`src/rtl/output_router_pkg.sv`:
```
// Package: register map, field layout, reset values and types for the status output router
package output_router_pkg;

  // Register indices (word addresses on the plain register port)
  localparam logic [3:0] addr_select_a = 4'h0;
  localparam logic [3:0] addr_select_b = 4'h1;
  localparam logic [3:0] addr_select_c = 4'h2;
  localparam logic [3:0] addr_inversion = 4'h3;
  localparam logic [3:0] addr_mode = 4'h4;
  localparam logic [3:0] addr_status = 4'h5;

  // Field layout: each selection field is one nibble
  localparam int field_width = 4;
  localparam int fields_per_reg = 4;
  localparam int num_signals = 10;
  localparam int num_circuits = 3;

  // Selection codes
  localparam logic [3:0] sel_none = 4'h0;
  localparam logic [3:0] sel_circuit_one = 4'h1;
  localparam logic [3:0] sel_circuit_two = 4'h2;
  localparam logic [3:0] sel_circuit_three = 4'h3;

  // Reset values
  localparam logic [15:0] select_a_reset = 16'h3211;
  localparam logic [15:0] select_b_reset = 16'h0000;
  localparam logic [15:0] select_c_reset = 16'h0000;
  localparam logic [15:0] inversion_reset = 16'h0000;
  localparam logic [1:0] mode_reset = 2'h0;

  // Writable bits of the sparse registers
  localparam logic [15:0] select_c_mask = 16'h00ff;
  localparam logic [15:0] inversion_mask = 16'h0007;

  // Control modes; only speed mode lacks a position loop
  typedef enum logic [1:0] {
    mode_position = 2'b00,
    mode_speed = 2'b01,
    mode_torque = 2'b10
  } control_mode_t;

  // Raw status signals from the drive core
  typedef struct packed {
    logic positioning_complete;
    logic speed_coincidence;
    logic rotation_detected;
    logic servo_ready;
    logic torque_limit_detected;
    logic speed_limit_detected;
    logic brake_interlock;
    logic overload;
    logic regen_overload;
    logic approach_window_flag;
  } status_in_t;

  // Register port request
  typedef struct packed {
    logic [3:0] addr;
    logic [15:0] wdata;
    logic wr;
    logic rd;
  } reg_req_t;

endpackage : output_router_pkg

```
`src/rtl/servo_output_signal_router.sv`:
```
// Module: routes drive status signals onto three sequence output circuits
`timescale 1ns/1ps
`default_nettype none

module servo_output_signal_router (
  input wire logic clk_sys, // 40 MHz system clock
  input wire logic reset, // Asynchronous reset, active high
  input wire output_router_pkg::reg_req_t reg_req, // Register port request
  output logic [15:0] reg_rdata, // Read data, one cycle after read strobe
  input wire output_router_pkg::status_in_t status_in, // Status signals from drive core
  output logic [2:0] output_circuits // Bit 0 circuit one .. bit 2 circuit three
);

  // Register map seen by software on the plain port:
  //   index 0  selection word a
  //   index 1  selection word b
  //   index 2  selection word c, upper byte reads zero
  //   index 3  inversion word, one bit per output circuit
  //   index 4  control mode, reserved code folds to position
  //   index 5  output circuit levels, read only
  // Field order across the words, lowest field first:
  //   0 positioning complete    1 speed coincidence
  //   2 rotation detected       3 servo ready
  //   4 torque limit detected   5 speed limit detected
  //   6 brake interlock         7 warning
  //   8 approach window flag    9 reserved
  // Timing: a write lands at the next edge and the pins follow one edge
  // later, so a reconfiguration shows on the circuits two edges after the
  // strobe. Status inputs share this clock and are not synchronised; a
  // caller feeding them from another clock must synchronise first.

  // Decode one selection field against a circuit code; codes 4..f never match
  function automatic logic routes_to(input logic [3:0] code, input logic [3:0] circuit);
    routes_to = (code == circuit);
  endfunction : routes_to

  // Write strobe aimed at one register index
  function automatic logic write_hit(input output_router_pkg::reg_req_t req,
                                     input logic [3:0] index);
    write_hit = req.wr && (req.addr == index);
  endfunction : write_hit

  // Read strobe aimed at one register index
  function automatic logic read_hit(input output_router_pkg::reg_req_t req,
                                    input logic [3:0] index);
    read_hit = req.rd && (req.addr == index);
  endfunction : read_hit

  // Whether a slot is detectable in the given mode. Only the positioning
  // result depends on the mode: speed control has no position loop
  function automatic logic detectable(input output_router_pkg::control_mode_t mode,
                                      input int slot);
    detectable = 1'b1;
    case (mode)
      output_router_pkg::mode_position: begin
        detectable = 1'b1;
      end
      output_router_pkg::mode_speed: begin
        detectable = (slot != 0);
      end
      output_router_pkg::mode_torque: begin
        detectable = 1'b1;
      end
      default: begin
        detectable = 1'b1;
      end
    endcase
  endfunction : detectable

  // Selection words: signal i is steered by field i across the three words
  logic [15:0] select_a_reg;
  logic [15:0] select_a_next;
  logic [15:0] select_b_reg;
  logic [15:0] select_b_next;
  logic [15:0] select_c_reg;
  logic [15:0] select_c_next;

  // Inversion word; only the low three bits hold state
  logic [15:0] inversion_reg;
  logic [15:0] inversion_next;

  // Active control mode
  output_router_pkg::control_mode_t mode_reg;
  output_router_pkg::control_mode_t mode_next;

  // Read data, zero outside the answer cycle
  logic [15:0] rdata_reg;
  logic [15:0] rdata_next;

  // Output circuit levels after inversion
  logic [2:0] circuits_reg;
  logic [2:0] circuits_next;

  // Routing network between the status inputs and the output registers
  logic [output_router_pkg::num_signals-1:0] raw;
  logic [output_router_pkg::num_signals-1:0] gated;
  logic [output_router_pkg::num_signals*output_router_pkg::field_width-1:0] codes;
  logic [output_router_pkg::num_circuits-1:0] ored;
  logic warning;

  // Selection word a next value
  always_comb begin
    select_a_next = select_a_reg;
    if (write_hit(reg_req, output_router_pkg::addr_select_a)) begin
      select_a_next = reg_req.wdata;
    end
  end

  // Selection word a; reset routes positioning and speed to circuit one,
  // rotation to circuit two and ready to circuit three
  always_ff @(posedge clk_sys or posedge reset) begin
    if (reset) begin
      select_a_reg <= output_router_pkg::select_a_reset;
    end else begin
      select_a_reg <= select_a_next;
    end
  end

  // Selection word b next value
  always_comb begin
    select_b_next = select_b_reg;
    if (write_hit(reg_req, output_router_pkg::addr_select_b)) begin
      select_b_next = reg_req.wdata;
    end
  end

  // Selection word b; reset leaves limits, brake and warning unrouted
  // so a fresh drive never raises an unexpected terminal
  always_ff @(posedge clk_sys or posedge reset) begin
    if (reset) begin
      select_b_reg <= output_router_pkg::select_b_reset;
    end else begin
      select_b_reg <= select_b_next;
    end
  end

  // Selection word c next value; its upper byte has no fields
  always_comb begin
    select_c_next = select_c_reg;
    if (write_hit(reg_req, output_router_pkg::addr_select_c)) begin
      select_c_next = reg_req.wdata & output_router_pkg::select_c_mask;
    end
  end

  // Selection word c; reset leaves the window flag unrouted
  // and the unused upper byte at zero
  always_ff @(posedge clk_sys or posedge reset) begin
    if (reset) begin
      select_c_reg <= output_router_pkg::select_c_reset;
    end else begin
      select_c_reg <= select_c_next;
    end
  end

  // Inversion next value; bits above circuit three are not stored,
  // so they always read back as zero
  always_comb begin
    inversion_next = inversion_reg;
    if (write_hit(reg_req, output_router_pkg::addr_inversion)) begin
      inversion_next = reg_req.wdata & output_router_pkg::inversion_mask;
    end
  end

  // Inversion word; reset leaves every circuit not inverted
  // so the pins start at their plain OFF level
  always_ff @(posedge clk_sys or posedge reset) begin
    if (reset) begin
      inversion_reg <= output_router_pkg::inversion_reset;
    end else begin
      inversion_reg <= inversion_next;
    end
  end

  // Mode next value; the reserved code folds to position so the
  // gating below never sees an undecoded mode
  always_comb begin
    mode_next = mode_reg;
    if (write_hit(reg_req, output_router_pkg::addr_mode)) begin
      if (reg_req.wdata[1:0] == 2'h3) begin
        mode_next = output_router_pkg::mode_position;
      end else begin
        mode_next = output_router_pkg::control_mode_t'(reg_req.wdata[1:0]);
      end
    end
  end

  // Control mode register; reset starts in position control
  // where every slot is detectable
  always_ff @(posedge clk_sys or posedge reset) begin
    if (reset) begin
      mode_reg <= output_router_pkg::control_mode_t'(output_router_pkg::mode_reset);
    end else begin
      mode_reg <= mode_next;
    end
  end

  // Read mux; unmapped indices and idle cycles give zero, so the data
  // stand only in the cycle after the strobe
  always_comb begin
    rdata_next = 16'h0000;
    if (read_hit(reg_req, output_router_pkg::addr_select_a)) begin
      rdata_next = select_a_reg;
    end else if (read_hit(reg_req, output_router_pkg::addr_select_b)) begin
      rdata_next = select_b_reg;
    end else if (read_hit(reg_req, output_router_pkg::addr_select_c)) begin
      rdata_next = select_c_reg;
    end else if (read_hit(reg_req, output_router_pkg::addr_inversion)) begin
      rdata_next = inversion_reg;
    end else if (read_hit(reg_req, output_router_pkg::addr_mode)) begin
      rdata_next = {14'h0000, mode_reg};
    end else if (read_hit(reg_req, output_router_pkg::addr_status)) begin
      rdata_next = {13'h0000, circuits_reg};
    end
  end

  // Read data register; a registered answer keeps the read path
  // out of the address decode timing
  always_ff @(posedge clk_sys or posedge reset) begin
    if (reset) begin
      rdata_reg <= 16'h0000;
    end else begin
      rdata_reg <= rdata_next;
    end
  end

  // Status signals in field order; the warning slot merges both
  // overload sources so either one can raise it
  always_comb begin
    warning = status_in.overload | status_in.regen_overload;
    raw = '0;
    // Motion results
    raw[0] = status_in.positioning_complete;
    raw[1] = status_in.speed_coincidence;
    raw[2] = status_in.rotation_detected;
    raw[3] = status_in.servo_ready;
    // Limits and brake
    raw[4] = status_in.torque_limit_detected;
    raw[5] = status_in.speed_limit_detected;
    raw[6] = status_in.brake_interlock;
    // Warning and window
    raw[7] = warning;
    raw[8] = status_in.approach_window_flag;
    raw[9] = 1'b0; // Reserved slot never carries a signal
  end

  // Mode gating, one cell per slot; an undetectable signal is forced OFF
  // before routing so it can never leak through an OR tree, whichever
  // circuit its field points at
  for (genvar s = 0; s < output_router_pkg::num_signals; s++) begin : g_gate
    assign gated[s] = raw[s] & detectable(mode_reg, s);
  end

  // Flattened selection codes, signal i in field i; the upper byte
  // of word c carries no field and is left out
  assign codes = {select_c_reg[7:0], select_b_reg, select_a_reg};

  // One OR tree per output circuit; each tree scans every field for its
  // own code, so several signals on one circuit simply combine and a
  // signal whose field holds 0 or an unused code joins no tree
  for (genvar c = 0; c < output_router_pkg::num_circuits; c++) begin : g_circuit
    localparam logic [3:0] circuit_code = 4'(c + 1);
    logic any_routed;

    always_comb begin
      any_routed = 1'b0;
      for (int s = 0; s < output_router_pkg::num_signals; s++) begin
        if (routes_to(codes[s*output_router_pkg::field_width +: 4], circuit_code)) begin
          any_routed = any_routed | gated[s];
        end
      end
    end

    assign ored[c] = any_routed;
  end

  // Inversion acts on the combined result, so an empty circuit shows
  // its inversion bit alone
  always_comb begin
    circuits_next = ored ^ inversion_reg[2:0];
  end

  // Output circuits are registered so the pins never carry decode glitches;
  // the price is one cycle of latency behind the status inputs
  always_ff @(posedge clk_sys or posedge reset) begin
    if (reset) begin
      circuits_reg <= 3'h0;
    end else begin
      circuits_reg <= circuits_next;
    end
  end

  // Port drivers
  assign reg_rdata = rdata_reg;
  assign output_circuits = circuits_reg;

endmodule : servo_output_signal_router

`default_nettype wire

```
`config.mk`:
```
export PLATFORM = sky130hd
export DESIGN_NAME = servo_output_signal_router
export DESIGN_NICKNAME = d
export VERILOG_FILES = /design/src/rtl/output_router_pkg.sv /design/src/rtl/servo_output_signal_router.sv
export SDC_FILE = /design/constraint.sdc
export NUM_CORES = 1
export LEC_CHECK = 0
export BUFFER_PORTS_ARGS = -buffer_cell sky130_fd_sc_hd__buf_2
export CAP_MARGIN = 25
export CORE_ASPECT_RATIO = 1.2
export CORE_MARGIN = 8
export CORE_UTILIZATION = 50
export CTS_CLUSTER_SIZE = 20
export DETAILED_ROUTE_END_ITERATION = 6
export PLACE_DENSITY = 0.79
export SYNTH_ARGS = -nofsm -noshare
export SYNTH_HDL_FRONTEND = slang
export SYNTH_SLANG_ARGS = --single-unit
```
`constraint.sdc`:
```
create_clock -name clk_sys -period 2.2 [get_ports clk_sys]
set_input_delay 0.33 -clock clk_sys [delete_from_list [all_inputs] [get_ports clk_sys]]
set_output_delay 0.33 -clock clk_sys [all_outputs]
set_load 0.005 [all_outputs]
```
==> results.sh <==
export IMPL_status="finished clean"
export IMPL_final_nets=350
export IMPL_min_period_over_period_pct=76.76
export IMPL_grt_pass1_vias=2372
export IMPL_first_pass_iters=4
export IMPL_seq_area_frac_synth_pct=53.36
export IMPL_synth_ff_type="dfrtp_1"
export IMPL_numCtsBuffers=9
export IMPL_antenna_left=0
export IMPL_synth_area_top_cells="dfrtp_1 (49%), mux2_1 (11%), mux2_2 (4.9%), dfstp_2 (4.4%), mux2i_1 (4.3%)"
export IMPL_critPathBufInv=0
export IMPL_wl_per_cell_um=17.48
export IMPL_path_cells="nor2b_1, nor4b_1, and3b_1, nor4_1, xnor2_1"
export IMPL_start_util_pct=50.77
export IMPL_viasPerCell=5.578
export IMPL_fmax_mhz=592.2
export IMPL_critPathCaptureType="flip-flop"
export IMPL_fillers=520
export IMPL_startpoint_type="flip-flop"
export IMPL_synth_top_family_by_area="multiplexers"
export IMPL_post_cts_setup_buffers=0
export IMPL_setup_tns_ns=0
export IMPL_syn_cell_area_um2=3013
export IMPL_netlist_instances=256
export IMPL_cts_sinks=64
export IMPL_async_reset_ff_share_pct=100.0
export IMPL_cpPeakStageDelay_ns=0.56
export IMPL_final_area_um2=3573
export IMPL_gp_congestion=0.8225
export IMPL_synth_top_area_share_pct=49.00
export IMPL_synth_ff_latch_count=64
export IMPL_hold_path_class="in -> reg"
export IMPL_routed_wl_mm=7.045
export IMPL_route_detailed_drc=0
export IMPL_cts_hold_buf=1
export IMPL_clkTransAtPathRegs_ns=0.07
export IMPL_n_antenna_cell=0
export IMPL_drive_gt1_share_pct=29.91
export IMPL_slew_headroom_pct=56.31
export IMPL_place_area_um2=3357
export IMPL_leakage_nw=1.658
export IMPL_ys_types=45
export IMPL_path_max_fanout=3
export IMPL_yosys_cell_count_top_type="dfrtp_1"
export IMPL_grt_use_total_pct=17.38
export IMPL_synth_xor_area_share_pct=0.8721
export IMPL_synth_warnings=0
export IMPL_synth_edf_count=0
export IMPL_root_buffer="clkbuf_8"
export IMPL_setup_viol=0
export IMPL_grt_overflow_total=0
export IMPL_syn_avg_cell_area_um2=11.77
export IMPL_dpl_cell_count=386
export IMPL_first_iter_violations=134
export IMPL_h_tree_depth=3
export IMPL_syn2layout_area_growth_pct=18.60
export IMPL_hold_viol=0
export IMPL_worst_pin_slew_ns=0.6462
export IMPL_clock_latency_ns=0.34
export IMPL_cp_top_family="simple AND/OR/NAND/NOR gates"
export IMPL_finalMaxSlewViolations=0
export IMPL_syn_nets=290
export IMPL_cp_required_ns=2.42
export IMPL_synth_mux_area_fraction_pct=20.02
export IMPL_cap_violations=0
export IMPL_grt_max_degree=25
export IMPL_pin_count=53
export IMPL_p_per_area_nw_per_um2=906.2
export IMPL_core_area_um2=5934
export IMPL_rsz0062_at_grt="false"
export IMPL_synth_common_cells="dfrtp_1 (59), mux2_1 (29), nor2_1 (29), mux2_2 (13), mux2i_1 (13)"
export IMPL_period_needed_ns=1.689
export IMPL_grt_pass1_wl_mm=11.47
export IMPL_die_h_um=101.0
export IMPL_ir_drop_v=0.0005342
export IMPL_dp_hpwl_mm=5.202
export IMPL_synth_simple_area_share_pct=15.61
export IMPL_tritoncts="built"
export IMPL_cts_resized=0
export IMPL_rows=31
export IMPL_clk_path_buf_depth=2
export IMPL_synth_fa_ha_area_share_pct=0
export IMPL_cpMaxStageDelayCell="nor4b_1"
export IMPL_critPathKind="reg -> reg"
export IMPL_worst_clock_skew_ns=0.009225
export IMPL_layoutNonFillerInstCount=403
export IMPL_cp_arrival_ns=1.91
export IMPL_synth_compound_area_share_pct=7.641
export IMPL_io_buffer_count=52
export IMPL_grt_antenna_before_repair=0
export IMPL_yosysTopAreaCell="dfrtp_1"
export IMPL_dieWidth_um=86.86
export IMPL_vias=2248
export IMPL_dieArea_um2=8776
-- path summary, 6_finish.rpt --
path,slack [ns],start,depth (start not counted),to
setup / recovery,0.51,mode_reg[0]$_DFFE_PP0P_,5,output_circuits[0]$_DFF_PP0_
hold / removal,0.21,reg_req[12],2,select_b_reg[10]$_DFFE_PP0P_
setup reg to reg,0.51,mode_reg[0]$_DFFE_PP0P_,5,output_circuits[0]$_DFF_PP0_
hold reg to reg,0.48,inversion_reg[1]$_DFFE_PP0P_,1,output_circuits[1]$_DFF_PP0_
max in group asynchronous,0.92,reset,4,select_a_reg[4]$_DFFE_PP1P_
min in group asynchronous,0.56,reset,3,select_b_reg[10]$_DFFE_PP0P_
-- per-layer routing --
layer / GRT usage, % / up-vias / wire length, um
met5: 0 / - / 0
met4: 8.499 / 0 / 135
met3: 5.791 / 10 / 410
met2: 29.66 / 59 / 3700
met1: 18.76 / 1125 / 2799
li1: - / 1054 / -
-- worst register-to-register path: stages, from the launching register on --
cell and delay, ns:
dfrtp_1 0.39, nor2b_1 0.16, nor4b_1 0.56, and3b_1 0.25, nor4_1 0.07, xnor2_1 0.13
-- cells by family after synthesis --
family / Yosys count
buffers and inverters: 15
XOR/XNOR: 3
AO/OA/AOI/OAI: 36
AND/OR/NAND/NOR: 83
multiplexers: 55
flip-flops: 64
-- stage by stage --
stage          hold WS (ns)  power [mW]  worst slack (ns)  utilization (%)
3_3_place_gp         0.3717       2.191            0.3513            56.57
4_1_cts              0.1925       3.255            0.4923            60.22
6_report             0.2068       3.238            0.5113            60.22
3_5_place_dp         0.3768       2.228            0.3217            56.57
5_1_grt              0.2005       3.420            0.4385            60.22
2_1_floorplan        0.4465       1.997            0.2802                -
-- cells in the final DEF, fill, tap and decap left out, types with 7 or more instances in the layout --
master    count
a21oi_1      12
buf_2        52
clkbuf_8     11
dfrtp_1      59
nor2_1       29
nand4b_1      7
nand2_1       9
mux2_1       29
mux2i_1      13
mux2_2       13
-- cell type report --
| class | instances | area (um2) | area share, % |
|---|---|---|---|
| clock buffers | 11 | 151.4 | 4.237 |
| inverters | 7 | 26.28 | 0.7353 |
| well taps | 82 | 102.6 | 2.871 |
| flip-flops and latches | 64 | 1608 | 44.99 |
| clock inverters | 5 | 55.05 | 1.541 |
| multi-input cells | 177 | 1330 | 37.22 |
| repair buffers | 57 | 300.3 | 8.403 |
-- power by group --
group | total (mW) | internal (mW) | leakage, nW | switching [mW]
clock | 1.03 | 0.580 | 0.101 | 0.448
sequential | 1.62 | 1.42 | 0.801 | 0.200
combinational | 0.586 | 0.302 | 0.756 | 0.284
Note: power is estimated with default switching activity, not from simulation.
